File: src/common/iex_defs.vh
// constants for the instruction execution subset: offsets, fields, resets, encodings
//
// Contract
// - sleep resets the watchdog counter to zero and clears its prescaler.
// - sleep sets the timeout flag and leaves the pin change wake flag as it was.
// - sleep clears the powerdown flag.
// - after sleep the core enters low power and stops its oscillator.
// - rotate left moves file f one bit left through carry into w (d=0) or f (d=1), only carry changes.
// - subtract forms f minus w in two's complement into w or f and updates carry, digit carry and zero.
// - rotate right moves file f one bit right through carry into w or f, only carry changes.
// - nibble exchange puts f bits 3:0 into dest bits 7:4 and bits 7:4 into 3:0, no flag changes.
// - direction load copies w into the port direction register when operand f is 6, no flag changes.
// - literal xor combines w with an eight bit literal and leaves the result in w.
// - file xor combines w with file f into w or f and updates zero.
`ifndef IEX_DEFS_VH
`define IEX_DEFS_VH

////////////////////////////////////////////////////////////////////////////////
// register byte addresses
`define IEX_ADDR_CMD       8'h00
`define IEX_ADDR_WORK      8'h04
`define IEX_ADDR_STATUS    8'h08
`define IEX_ADDR_DIR       8'h0C
`define IEX_ADDR_WDT       8'h10
`define IEX_ADDR_FILE_BASE 8'h80

////////////////////////////////////////////////////////////////////////////////
// command word fields
`define IEX_CMD_OP_HI  3
`define IEX_CMD_OP_LO  0
`define IEX_CMD_D_BIT  4
`define IEX_CMD_F_HI   12
`define IEX_CMD_F_LO   8
`define IEX_CMD_K_HI   23
`define IEX_CMD_K_LO   16

// operation codes
`define IEX_OP_SLEEP  4'h0
`define IEX_OP_ROTL   4'h1
`define IEX_OP_SUB    4'h2
`define IEX_OP_ROTR   4'h3
`define IEX_OP_SWAP   4'h4
`define IEX_OP_DIR    4'h5
`define IEX_OP_XORL   4'h6
`define IEX_OP_XORF   4'h7

// operand that selects the port direction register
`define IEX_DIR_FILE  5'h06

////////////////////////////////////////////////////////////////////////////////
// status bit positions
`define IEX_ST_CARRY   0
`define IEX_ST_DIGIT   1
`define IEX_ST_ZERO    2
`define IEX_ST_PWRDN   3
`define IEX_ST_TMOUT   4
`define IEX_ST_SLEEP   5
`define IEX_ST_WAKE    7

////////////////////////////////////////////////////////////////////////////////
// reset values
`define IEX_RST_WORK   8'h00
`define IEX_RST_FILE   8'h00
`define IEX_RST_DIR    8'hFF
`define IEX_RST_FLAG_C 1'b0
`define IEX_RST_TMOUT  1'b1
`define IEX_RST_PWRDN  1'b1
`define IEX_WDT_CLEAR  8'h00

`endif

File: src/design/iex_alu.v
// combinational operand path for the supported instructions
`timescale 1ns/1ps
`include "iex_defs.vh"

module iex_alu (
    input  wire [3:0] op_in,
    input  wire [7:0] file_in,
    input  wire [7:0] work_in,
    input  wire [7:0] lit_in,
    input  wire       carry_in,
    output reg  [7:0] result_out,
    output reg        carry_out,
    output reg        digit_out,
    output reg        zero_out,
    output reg        upd_carry_out,
    output reg        upd_digit_out,
    output reg        upd_zero_out
);

    reg [8:0] diff;
    reg [4:0] ndiff;

    ////////////////////////////////////////////////////////////////////////////
    // result and flag selection per operation
    always @*
    begin
        diff          = {1'b0, file_in} - {1'b0, work_in};
        ndiff         = {1'b0, file_in[3:0]} - {1'b0, work_in[3:0]};
        result_out    = 8'h00;
        carry_out     = carry_in;
        digit_out     = 1'b0;
        upd_carry_out = 1'b0;
        upd_digit_out = 1'b0;
        upd_zero_out  = 1'b0;
        case (op_in)
            `IEX_OP_ROTL:
            begin
                result_out    = {file_in[6:0], carry_in};
                carry_out     = file_in[7];
                upd_carry_out = 1'b1;
            end
            `IEX_OP_ROTR:
            begin
                result_out    = {carry_in, file_in[7:1]};
                carry_out     = file_in[0];
                upd_carry_out = 1'b1;
            end
            `IEX_OP_SUB:
            begin
                // carry is the inverted borrow, as in two's complement add
                result_out    = diff[7:0];
                carry_out     = ~diff[8];
                digit_out     = ~ndiff[4];
                upd_carry_out = 1'b1;
                upd_digit_out = 1'b1;
                upd_zero_out  = 1'b1;
            end
            `IEX_OP_SWAP:
                result_out = {file_in[3:0], file_in[7:4]};
            `IEX_OP_DIR:
                result_out = work_in;
            `IEX_OP_XORL:
            begin
                result_out   = work_in ^ lit_in;
                upd_zero_out = 1'b1;
            end
            `IEX_OP_XORF:
            begin
                result_out   = work_in ^ file_in;
                upd_zero_out = 1'b1;
            end
            default:
                result_out = 8'h00;
        endcase
        zero_out = (result_out == 8'h00);
    end

endmodule

File: src/design/iex_exec.v
// instruction execution subset with an avalon-mm register slave
`timescale 1ns/1ps
`include "iex_defs.vh"

module iex_exec (
    input  wire        clk_in,
    input  wire        rst_in,
    input  wire [7:0]  address_in,
    input  wire        read_in,
    input  wire        write_in,
    input  wire [31:0] writedata_in,
    input  wire [3:0]  byteenable_in,
    input  wire        wake_in,
    output reg  [31:0] readdata_out,
    output reg         waitrequest_out,
    output reg         sleep_out,
    output reg         osc_stop_out,
    output reg  [7:0]  port_dir_out
);

    ////////////////////////////////////////////////////////////////////////////
    // state
    reg  [7:0] work_reg;
    reg  [7:0] file_reg [0:31];
    reg        carry_reg;
    reg        digit_carry_flag_reg;
    reg        zero_reg;
    reg        timeout_flag_reg;
    reg        powerdown_flag_reg;
    reg        pin_change_wake_flag_reg;

    wire [3:0] cmd_op;
    wire       cmd_d;
    wire [4:0] cmd_f;
    wire [7:0] cmd_k;
    wire [7:0] alu_result;
    wire       alu_carry;
    wire       alu_digit;
    wire       alu_zero;
    wire       alu_upd_c;
    wire       alu_upd_digit;
    wire       alu_upd_z;
    wire [7:0] wdt_count;
    wire [7:0] wdt_prescale;
    wire       bus_write;
    wire       bus_start;
    wire       file_sel;
    wire [4:0] file_idx;
    wire       cmd_go;
    wire       do_sleep;
    wire       dest_file;
    wire       dest_work;
    wire [7:0] status_word;
    wire       cmd_lanes_ok;

    // instruction decode
    wire       op_sleep;
    wire       op_rotl;
    wire       op_rotr;
    wire       op_sub;
    wire       op_swap;
    wire       op_dir;
    wire       op_xorl;
    wire       op_xorf;
    wire       op_to_dest;
    wire       dir_load;

    // software write strobes and read path
    wire       reg_wr_ok;
    wire       work_wr;
    wire       status_wr;
    wire       file_wr;
    reg [31:0] read_value;

    ////////////////////////////////////////////////////////////////////////////
    // bus decode: a write lands on the edge where waitrequest is seen low
    assign bus_start = (read_in | write_in) & waitrequest_out;
    assign bus_write = write_in & ~waitrequest_out;
    assign file_sel  = address_in[7];
    assign file_idx  = address_in[6:2];

    // software writes to the 8-bit registers need the low byte lane
    assign reg_wr_ok = bus_write & byteenable_in[0];
    assign work_wr   = reg_wr_ok & (address_in == `IEX_ADDR_WORK);
    assign status_wr = reg_wr_ok & (address_in == `IEX_ADDR_STATUS);
    assign file_wr   = reg_wr_ok & file_sel;

    // a command needs the op, operand and literal lanes together; a partial
    // write would run an op with a stale literal or operand, so it is dropped
    assign cmd_lanes_ok = &byteenable_in[2:0];
    assign cmd_go       = bus_write & (address_in == `IEX_ADDR_CMD)
                        & cmd_lanes_ok & ~sleep_out; // commands ignored in sleep

    assign cmd_op = writedata_in[`IEX_CMD_OP_HI:`IEX_CMD_OP_LO];
    assign cmd_d  = writedata_in[`IEX_CMD_D_BIT];
    assign cmd_f  = writedata_in[`IEX_CMD_F_HI:`IEX_CMD_F_LO];
    assign cmd_k  = writedata_in[`IEX_CMD_K_HI:`IEX_CMD_K_LO];

    // codes 8 to 15 match nothing here and run as no-ops
    assign op_sleep = (cmd_op == `IEX_OP_SLEEP);
    assign op_rotl  = (cmd_op == `IEX_OP_ROTL);
    assign op_rotr  = (cmd_op == `IEX_OP_ROTR);
    assign op_sub   = (cmd_op == `IEX_OP_SUB);
    assign op_swap  = (cmd_op == `IEX_OP_SWAP);
    assign op_dir   = (cmd_op == `IEX_OP_DIR);
    assign op_xorl  = (cmd_op == `IEX_OP_XORL);
    assign op_xorf  = (cmd_op == `IEX_OP_XORF);

    assign do_sleep = cmd_go & op_sleep;
    // any other operand is dropped so a stray load cannot flip port pins
    assign dir_load = cmd_go & op_dir & (cmd_f == `IEX_DIR_FILE);

    ////////////////////////////////////////////////////////////////////////////
    // destination select from the d bit
    // ops that carry a d bit; the literal xor always lands in w
    assign op_to_dest = op_rotl | op_rotr | op_sub | op_swap | op_xorf;
    assign dest_file  = cmd_go & cmd_d & op_to_dest;
    assign dest_work  = cmd_go & ((~cmd_d & op_to_dest) | op_xorl);

    assign status_word = {pin_change_wake_flag_reg, 1'b0, sleep_out, timeout_flag_reg,
                          powerdown_flag_reg, zero_reg, digit_carry_flag_reg, carry_reg};

    ////////////////////////////////////////////////////////////////////////////
    // operand path and watchdog
    iex_alu u_alu (
        .op_in         (cmd_op),
        .file_in       (file_reg[cmd_f]),
        .work_in       (work_reg),
        .lit_in        (cmd_k),
        .carry_in      (carry_reg),
        .result_out    (alu_result),
        .carry_out     (alu_carry),
        .digit_out     (alu_digit),
        .zero_out      (alu_zero),
        .upd_carry_out (alu_upd_c),
        .upd_digit_out (alu_upd_digit),
        .upd_zero_out  (alu_upd_z)
    );

    // sleep clears both stages in one edge so the wake timing restarts cleanly
    iex_wdt u_wdt (
        .clk_in       (clk_in),
        .rst_in       (rst_in),
        .clear_in     (do_sleep),
        .count_out    (wdt_count),
        .prescale_out (wdt_prescale)
    );

    ////////////////////////////////////////////////////////////////////////////
    // read value; the command word and unmapped addresses read as zero
    always @*
    begin
        read_value = 32'h0000_0000;
        if (file_sel)
            read_value = {24'h00_0000, file_reg[file_idx]};
        else
            case (address_in)
                `IEX_ADDR_WORK:   read_value = {24'h00_0000, work_reg};
                `IEX_ADDR_STATUS: read_value = {24'h00_0000, status_word};
                `IEX_ADDR_DIR:    read_value = {24'h00_0000, port_dir_out};
                `IEX_ADDR_WDT:    read_value = {16'h0000, wdt_prescale, wdt_count};
                default:          read_value = 32'h0000_0000;
            endcase
    end

    ////////////////////////////////////////////////////////////////////////////
    // avalon handshake: one wait cycle, read data captured with the ack
    always @(posedge clk_in or posedge rst_in)
    begin
        if (rst_in)
        begin
            waitrequest_out <= 1'b1;
            readdata_out    <= 32'h0000_0000;
        end
        else if (bus_start)
        begin
            waitrequest_out <= 1'b0;
            if (read_in)
                readdata_out <= read_value;
            else
                readdata_out <= 32'h0000_0000; // a write ack carries no data
        end
        else
            waitrequest_out <= 1'b1;
    end

    ////////////////////////////////////////////////////////////////////////////
    // working register: instruction result or software write
    always @(posedge clk_in or posedge rst_in)
    begin
        if (rst_in)
            work_reg <= `IEX_RST_WORK;
        else if (dest_work)
            work_reg <= alu_result;
        else if (work_wr)
            work_reg <= writedata_in[7:0];
    end

    ////////////////////////////////////////////////////////////////////////////
    // file registers: instruction write-back or direct software access
    genvar gi;
    generate
        for (gi = 0; gi < 32; gi = gi + 1)
        begin : g_file
            always @(posedge clk_in or posedge rst_in)
            begin
                if (rst_in)
                    file_reg[gi] <= `IEX_RST_FILE;
                else if (dest_file & (cmd_f == gi))
                    file_reg[gi] <= alu_result;
                else if (file_wr & (file_idx == gi))
                    file_reg[gi] <= writedata_in[7:0];
            end
        end
    endgenerate

    ////////////////////////////////////////////////////////////////////////////
    // port direction register, loaded only for the one legal operand
    always @(posedge clk_in or posedge rst_in)
    begin
        if (rst_in)
            port_dir_out <= `IEX_RST_DIR;
        else if (dir_load)
            port_dir_out <= alu_result;
    end

    ////////////////////////////////////////////////////////////////////////////
    // arithmetic flags: instructions touch only the flags they own
    always @(posedge clk_in or posedge rst_in)
    begin
        if (rst_in)
        begin
            carry_reg <= `IEX_RST_FLAG_C;
            digit_carry_flag_reg <= `IEX_RST_FLAG_C;
            zero_reg  <= `IEX_RST_FLAG_C;
        end
        else if (cmd_go)
        begin
            if (alu_upd_c)
                carry_reg <= alu_carry;
            if (alu_upd_digit)
                digit_carry_flag_reg <= alu_digit;
            if (alu_upd_z)
                zero_reg <= alu_zero;
        end
        else if (status_wr)
        begin
            carry_reg <= writedata_in[`IEX_ST_CARRY];
            digit_carry_flag_reg <= writedata_in[`IEX_ST_DIGIT];
            zero_reg  <= writedata_in[`IEX_ST_ZERO];
        end
    end

    ////////////////////////////////////////////////////////////////////////////
    // power status flags; sleep wins over a status write on the same edge
    always @(posedge clk_in or posedge rst_in)
    begin
        if (rst_in)
        begin
            timeout_flag_reg   <= `IEX_RST_TMOUT;
            powerdown_flag_reg <= `IEX_RST_PWRDN;
        end
        else if (do_sleep)
        begin
            timeout_flag_reg   <= 1'b1;
            powerdown_flag_reg <= 1'b0;
        end
        else if (status_wr)
        begin
            timeout_flag_reg   <= writedata_in[`IEX_ST_TMOUT];
            powerdown_flag_reg <= writedata_in[`IEX_ST_PWRDN];
        end
    end

    ////////////////////////////////////////////////////////////////////////////
    // wake flag: sleep leaves it alone, a wake while asleep sets it, set beats a clear
    always @(posedge clk_in or posedge rst_in)
    begin
        if (rst_in)
            pin_change_wake_flag_reg <= 1'b0;
        else if (wake_in & sleep_out)
            pin_change_wake_flag_reg <= 1'b1;
        else if (status_wr & ~do_sleep)
            pin_change_wake_flag_reg <= writedata_in[`IEX_ST_WAKE];
    end

    ////////////////////////////////////////////////////////////////////////////
    // low power state; the bus stays alive so software can observe it
    always @(posedge clk_in or posedge rst_in)
    begin
        if (rst_in)
        begin
            sleep_out    <= 1'b0;
            osc_stop_out <= 1'b0;
        end
        else if (do_sleep)
        begin
            sleep_out    <= 1'b1;
            osc_stop_out <= 1'b1;
        end
        else if (wake_in)
        begin
            sleep_out    <= 1'b0;
            osc_stop_out <= 1'b0;
        end
    end

endmodule

File: src/design/iex_wdt.v
// watchdog prescaler and counter with synchronous clear
`timescale 1ns/1ps
`include "iex_defs.vh"

module iex_wdt (
    input  wire       clk_in,
    input  wire       rst_in,
    input  wire       clear_in,
    output reg  [7:0] count_out,
    output reg  [7:0] prescale_out
);

    ////////////////////////////////////////////////////////////////////////////
    // free running; the counter steps each time the prescaler wraps
    always @(posedge clk_in or posedge rst_in)
    begin
        if (rst_in)
        begin
            count_out    <= `IEX_WDT_CLEAR;
            prescale_out <= `IEX_WDT_CLEAR;
        end
        else if (clear_in)
        begin
            count_out    <= `IEX_WDT_CLEAR;
            prescale_out <= `IEX_WDT_CLEAR;
        end
        else
        begin
            prescale_out <= prescale_out + 8'h01;
            if (prescale_out == 8'hFF)
                count_out <= count_out + 8'h01;
        end
    end

endmodule

File: config.mk
export PLATFORM = sky130hd
export DESIGN_NAME = iex_exec
export DESIGN_NICKNAME = d
export VERILOG_FILES = /design/src/design/iex_alu.v /design/src/design/iex_exec.v /design/src/design/iex_wdt.v
export VERILOG_INCLUDE_DIRS = /design/src /design/src/common
export SDC_FILE = /design/constraint.sdc
export NUM_CORES = 1
export LEC_CHECK = 0
export BUFFER_PORTS_ARGS = -buffer_cell sky130_fd_sc_hd__buf_4
export CAP_MARGIN = 20
export CORE_MARGIN = 8
export CORE_UTILIZATION = 55
export CTS_CLUSTER_SIZE = 8
export DETAILED_ROUTE_END_ITERATION = 8
export PLACE_DENSITY = 0.72
export RECOVER_POWER = 25
export SYNTH_ARGS = -nofsm -noshare
export SYNTH_HDL_FRONTEND = slang
export SYNTH_HIERARCHICAL = 1
export SYNTH_SLANG_ARGS = --single-unit
File: constraint.sdc
create_clock -name clk_in -period 14.15 [get_ports clk_in]
set_input_delay 0.7075 -clock clk_in [delete_from_list [all_inputs] [get_ports clk_in]]
set_output_delay 0.7075 -clock clk_in [all_outputs]
set_load 0.02 [all_outputs]
==> results of run 1 <==
==> per-layer routing <==
| layer | GRT usage, % | share of wire, % | vias up |
|---|---|---|---|
| met5 | 0 | 0.040 | - |
| met4 | 19.15 | 6.2 | 4 |
| met3 | 12.59 | 14 | 352 |
| met2 | 51.55 | 44 | 1394 |
| met1 | 42.72 | 36 | 9243 |
| li1 | - | - | 7679 |
==> where the power goes <==
group	internal [W]	switching [W]	leakage [nW]	total [W]
logic	0.000127	0.000223	5.04	0.000349
registers	0.000937	0.0000380	4.22	0.000975
clock network	0.000601	0.000411	0.607	0.00101
==> final timing paths <==
check / end / startpoint
worst max-delay path: file_reg[141] / rst_in
worst min-delay path: u_wdt/prescale_out[4] / rst_in
worst max register to register: file_reg[148] / file_reg[136]
worst min register to register: u_wdt/prescale_out[0] / u_wdt/prescale_out[0]
max in group clk_in: file_reg[148] / writedata_in[8]
min in group clk_in: osc_stop_out / wake_in
==> placed cells by master (no fill, tap or decap), types with 10 or more instances in the layout <==
cell       instances
inv_1             26
a32oi_1           39
nand2_1          146
a221o_1           50
dfrtp_1          301
and3_1            10
o211ai_1          29
conb_1            16
mux2i_1          131
clkbuf_1          23
o22ai_1           32
a211o_1           32
nand2b_1          17
or4_1             12
nand4_1           20
a22o_1            30
nor2b_1           14
nor2_1           147
nor4_1            12
ha_1              11
o21ai_0           52
nor4_4            12
buf_4             86
xnor2_1           12
and2_1            47
dfstp_2           11
and4_1            10
nor3b_1           35
a21o_1            17
mux2_2            35
mux4_2           128
clkbuf_16         47
nand3_1           59
a221oi_1          14
nor3_1            68
a21oi_1           98
==> metrics by stage <==
stage	power, W	setup slack [ns]	hold slack, ns	std cells
4_1_cts	0.002324	8.379	0.2635	2499
6_report	0.002336	7.194	0.2142	2503
3_5_place_dp	0.001323	7.830	0.4857	2430
2_1_floorplan	0.001213	5.285	0.4460	2032
3_3_place_gp	0.001315	7.889	0.4750	2430
5_1_grt	0.002394	5.875	0.2798	2502
==> cells by family after synthesis <==
group / after synthesis / share of synthesized area, %
multiplexers: 297 / 21.97
AO/OA/AOI/OAI: 473 / 16.38
AND/OR/NAND/NOR: 675 / 18.10
XOR/XNOR: 16 / 0.6638
buffers and inverters: 231 / 5.079
flip-flops: 312 / 37.05
adder cells (fa/ha/maj): 12 / 0.7468
other: 1 / 0.01776
==> cell type report <==
class | count | area (um2)
fill | 3113 | 14930
clock buffer | 67 | 1251
multi-input combinational | 1489 | 12310
tap | 511 | 639.4
inverter | 30 | 113.9
sequential | 312 | 7821
clock inverter | 2 | 16.27
timing repair buffer | 91 | 673.1
antenna | 1 | 2.502
==> results.sh, run 1 <==
export IMPL_status="complete, but fails checks"
export IMPL_violations="max-capacitance violations, max-slew violations"
export IMPL_synth_edf_count=0
export IMPL_cap_violations=2
export IMPL_slowest_delay_ns=2.76
export IMPL_largest_reg_flops=256
export IMPL_place_hpwl_um=50040
export IMPL_cpLargestDelayFamily="buffers and inverters"
export IMPL_synthFlopType="dfrtp_1"
export IMPL_synth_cell_types=92
export IMPL_root_buffer="clkbuf_16"
export IMPL_grt_pass1_wl_um=117200
export IMPL_cts_buffers=45
export IMPL_syn_area_um2=21110
export IMPL_post_cts_setup_buffer_count=0
export IMPL_synth_most_common_cell="dfrtp_1"
export IMPL_worst_slew_pin_transition_ns=4.620
export IMPL_antenna_found_initial=4
export IMPL_gp_congestion=1.036
export IMPL_avgSynthCellArea_um2=10.47
export IMPL_synth_largest_area_cell="dfrtp_1"
export IMPL_die_area_um2=44910
export IMPL_synthTopCellsByCount="dfrtp_1 (301), nor2_1 (147), nand2_1 (146), mux2i_1 (131), mux4_2 (128)"
export IMPL_initial_core_util_pct=55.91
export IMPL_seq_area_frac_synth_pct=37.05
export IMPL_io_buffers=63
export IMPL_power_density_nw_per_um2=102.4
export IMPL_maxSlewViolCount=166
export IMPL_worstSetupPathDepth=4
export IMPL_fmax_mhz=143.8
export IMPL_die_h_um=211.9
export IMPL_cts_hold_fix_buffers=0
export IMPL_timing_worst_setup_path_type="primary input to async pin"
export IMPL_start_kind="primary input"
export IMPL_drive_above_1_share_pct=18.83
export IMPL_path_max_fanout=96
export IMPL_yosysTopAreaCellShare_pct=35.68
export IMPL_setup_viol=0
export IMPL_cts_resized=0
export IMPL_clk_pin_slew_ns=0.05
export IMPL_clock_skew_ns=0.02610
export IMPL_final_area_um2=22820
export IMPL_period_needed_ns=6.956
export IMPL_htreeDepth=2
export IMPL_first_global_vias=18591
export IMPL_ant_nets=0
export IMPL_fin_crit_sh_pct=49.16
export IMPL_rsz0062_at_grt="no"
export IMPL_tns_ns=0
export IMPL_core_area_um2=37760
export IMPL_clock_path_buffers=3
export IMPL_avgRoutedWirePerCell_um=30.97
export IMPL_synth_async_reset_ratio_pct=100.0
export IMPL_setup_worst_path_end_class="async pin"
export IMPL_path_buf_inv=4
export IMPL_drt_iter0_drc=2618
export IMPL_cts_tree="done"
export IMPL_drt_wl_total_um=77530
export IMPL_yosys_warnings=6
export IMPL_ios=92
export IMPL_utilization_pct=60.45
export IMPL_ys_ff_latch=312
export IMPL_cp_arrival_ns=6.74
export IMPL_overflow=0
export IMPL_reg2reg_depth=17
export IMPL_areaGrowthSynthToFinish_pct=8.114
export IMPL_final_hold_viol_count=0
export IMPL_hp_class="primary input to async pin"
export IMPL_ir_worst_vdd_uv=78.34
export IMPL_grtUsageTotal_pct=34.37
export IMPL_die_w_um=211.9
export IMPL_dpl_instance_area_um2=21550
export IMPL_slew_limit_headroom_pct=-209.7
export IMPL_crit_path_top_delay_cell="clkbuf_1"
export IMPL_cts_sinks=312
export IMPL_synthesis_instances=2017
export IMPL_leakage_nw=9.869
export IMPL_path_cells="clkbuf_1 -> clkinvlp_2 -> clkbuf_1 -> clkbuf_1"
export IMPL_vias=18672
export IMPL_cpMostUsedCell="clkbuf_1"
export IMPL_synth_area_top_cells="dfrtp_1 (36%), mux4_2 (14%), mux2i_1 (6.2%)"
export IMPL_rrSetupSlack_ns=9.24
export IMPL_via_per_inst=7.460
export IMPL_first_pass_iters=6
export IMPL_remaining_drc_errors=0
export IMPL_grt_max_degree=97
export IMPL_layout_nets=2030
export IMPL_clk_latency_ns=0.58
export IMPL_required_ns=13.94
export IMPL_row_count=71
No activity file was read; power rests on OpenSTA's default activity.
==> run 2, diff against run 1 <==
==> constraint.sdc (replaced) <==
create_clock -name clk_in -period 6.8 [get_ports clk_in]
set_input_delay 0.34 -clock clk_in [delete_from_list [all_inputs] [get_ports clk_in]]
set_output_delay 0.34 -clock clk_in [all_outputs]
set_load 0.02 [all_outputs]
==> results.sh, run 2 (synthesized netlist as in run 1, its figures left out) <==
export IMPL_status="complete, but fails checks"
export IMPL_violations="max-capacitance violations, max-slew violations"
export IMPL_cap_violations=2
export IMPL_path_cells="buf_4 -> buf_12 -> mux4_2 -> mux4_2 -> nand2_1 -> nand2_1 -> ha_1 -> or2_1 -> o221a_2 -> a221o_1 -> a211o_1 -> buf_4 -> a22o_1 -> a21o_1"
export IMPL_drive_above_1_share_pct=17.55
export IMPL_ios=92
export IMPL_overflow=0
export IMPL_antenna_found_initial=1
export IMPL_slew_limit_headroom_pct=-174.3
export IMPL_setup_viol=0
export IMPL_utilization_pct=60.32
export IMPL_initial_core_util_pct=55.91
export IMPL_fin_crit_sh_pct=74.98
export IMPL_final_cells=2500
export IMPL_ant_nets=0
export IMPL_dpl_instance_area_um2=21590
export IMPL_areaGrowthSynthToFinish_pct=7.883
export IMPL_crit_path_top_delay_cell="buf_4"
export IMPL_first_global_vias=18411
export IMPL_clock_skew_ns=0.03250
export IMPL_p_int_w=0.003427
export IMPL_tns_ns=0
export IMPL_cts_sinks=312
export IMPL_maxSlewViolCount=107
export IMPL_pre_cts_slack_ns=1.252
export IMPL_rsz0062_at_grt="no"
export IMPL_layout_nets=2034
export IMPL_fmax_mhz=196.1
export IMPL_io_buffers=63
export IMPL_final_hold_viol_count=0
export IMPL_timing_worst_setup_path_type="primary input to register"
export IMPL_clk_pin_slew_ns=0.05
export IMPL_via_per_inst=7.489
export IMPL_clk_latency_ns=0.59
export IMPL_p_comb_share_pct=15.0
export IMPL_swShare_pct=28.84
export IMPL_power_density_nw_per_um2=211.5
export IMPL_die_h_um=211.9
export IMPL_hp_class="primary input to register"
export IMPL_final_cell_mix="dfrtp_1 (301), nor2_1 (147), nand2_1 (146)"
export IMPL_num_antenna_cells=0
export IMPL_vias=18722
export IMPL_path_max_fanout=48
export IMPL_first_pass_iters=6
export IMPL_ir_worst_vdd_uv=172.1
export IMPL_remaining_drc_errors=0
export IMPL_met1_length_um=27560
export IMPL_grt_pass1_wl_um=114800
export IMPL_dp_cells=2433
export IMPL_largest_reg_flops=256
export IMPL_core_area_um2=37760
export IMPL_switchingPower_w=0.001389
export IMPL_grtUsageTotal_pct=33.61
export IMPL_avgRoutedWirePerCell_um=30.32
export IMPL_final_common_cell="dfrtp_1"
export IMPL_cts_tree="done"
export IMPL_worst_slew_pin_transition_ns=4.115
export IMPL_seq_power_share_pct=42.1
export IMPL_root_buffer="clkbuf_16"
export IMPL_drt_iter0_drc=2973
export IMPL_met3_length_um=10780
export IMPL_slowest_delay_ns=0.80
export IMPL_drt_wl_total_um=75800
export IMPL_die_area_um2=44910
export IMPL_cts_buffers=45
export IMPL_fin_ws_ns=1.701
export IMPL_final_area_um2=22770
export IMPL_clockPowerShare_pct=42.9
export IMPL_dr_max_layer_used="met5"
export IMPL_leakage_nw=9.789
export IMPL_row_count=71
export IMPL_grt_max_degree=165
export IMPL_clock_path_buffers=3
export IMPL_gp_congestion=1.049
export IMPL_period_needed_ns=5.099
export IMPL_wl_met2_um=33360
export IMPL_cp_arrival_ns=5.57
export IMPL_die_w_um=211.9
export IMPL_htreeDepth=2
export IMPL_post_cts_setup_buffer_count=0
export IMPL_place_hpwl_um=49510
export IMPL_required_ns=7.27
export IMPL_start_kind="primary input"
export IMPL_setup_worst_path_end_class="register"
[run 2: what timing repair did]
action | in CTS | in global routing
hold buffers | 2 | 0
endpoints found under the hold margin | 38 | 0
gates resized for setup | 0 | 0
[run 2: power by group through the flow]
stage | Combinational [W] | Sequential [W] | Clock (W)
floorplan | 0.000488 | 0.00204 | 0
global placement | 0.000685 | 0.00205 | 0
detailed placement | 0.000699 | 0.00205 | 0
CTS | 0.000701 | 0.00202 | 0.00207
global route | 0.000755 | 0.00204 | 0.00214
finish | 0.000722 | 0.00203 | 0.00207
[run 2: path summary, 6_finish.rpt]
kind | from | to | slack, ns | cells past startpoint
setup / recovery | writedata_in[8] | file_reg[165] | 1.70 | 14
hold / removal | writedata_in[4] | file_reg[20] | 0.23 | 3
setup reg to reg | file_reg[138] | file_reg[165] | 2.14 | 12
hold reg to reg | u_wdt/prescale_out[0] | u_wdt/prescale_out[0] | 0.49 | 1
max in group asynchronous | rst_in | file_reg[15] | 1.75 | 4
min in group asynchronous | rst_in | u_wdt/count_out[7] | 0.39 | 3
[run 2: metal layers]
metal	global-route usage [%]	vias to the layer above
li1	-	7650
met1	42.91	9316
met2	50.49	1440
met3	11.96	314
met4	16.30	2
met5	0	-
[run 2: through the flow]
| stage | power, W | hold WS (ns) |
|---|---|---|
| 6_report | 0.004816 | 0.2273 |
| 5_1_grt | 0.004935 | 0.2358 |
| 4_1_cts | 0.004799 | 0.2058 |
| 3_5_place_dp | 0.002753 | 0.4617 |
| 3_3_place_gp | 0.002732 | 0.4575 |
| 2_1_floorplan | 0.002525 | 0.2537 |
[run 2: area by class of cell]
| cell class | count | area (um2) |
|---|---|---|
| fill | 3151 | 14980 |
| multi-input combinational | 1489 | 12310 |
| sequential | 312 | 7821 |
| clock buffer | 61 | 1207 |
| timing repair buffer | 95 | 661.9 |
| tap | 511 | 639.4 |
| inverter | 30 | 113.9 |
| clock inverter | 2 | 25.02 |
[run 2: worst max-delay path, delay by kind of cell]
family	cells	cell delay [ns]
buf+inv	3	1.51
mux	2	1.04
fa+ha+maj	1	0.37
simple gates	3	0.58
compound gates	5	1.64
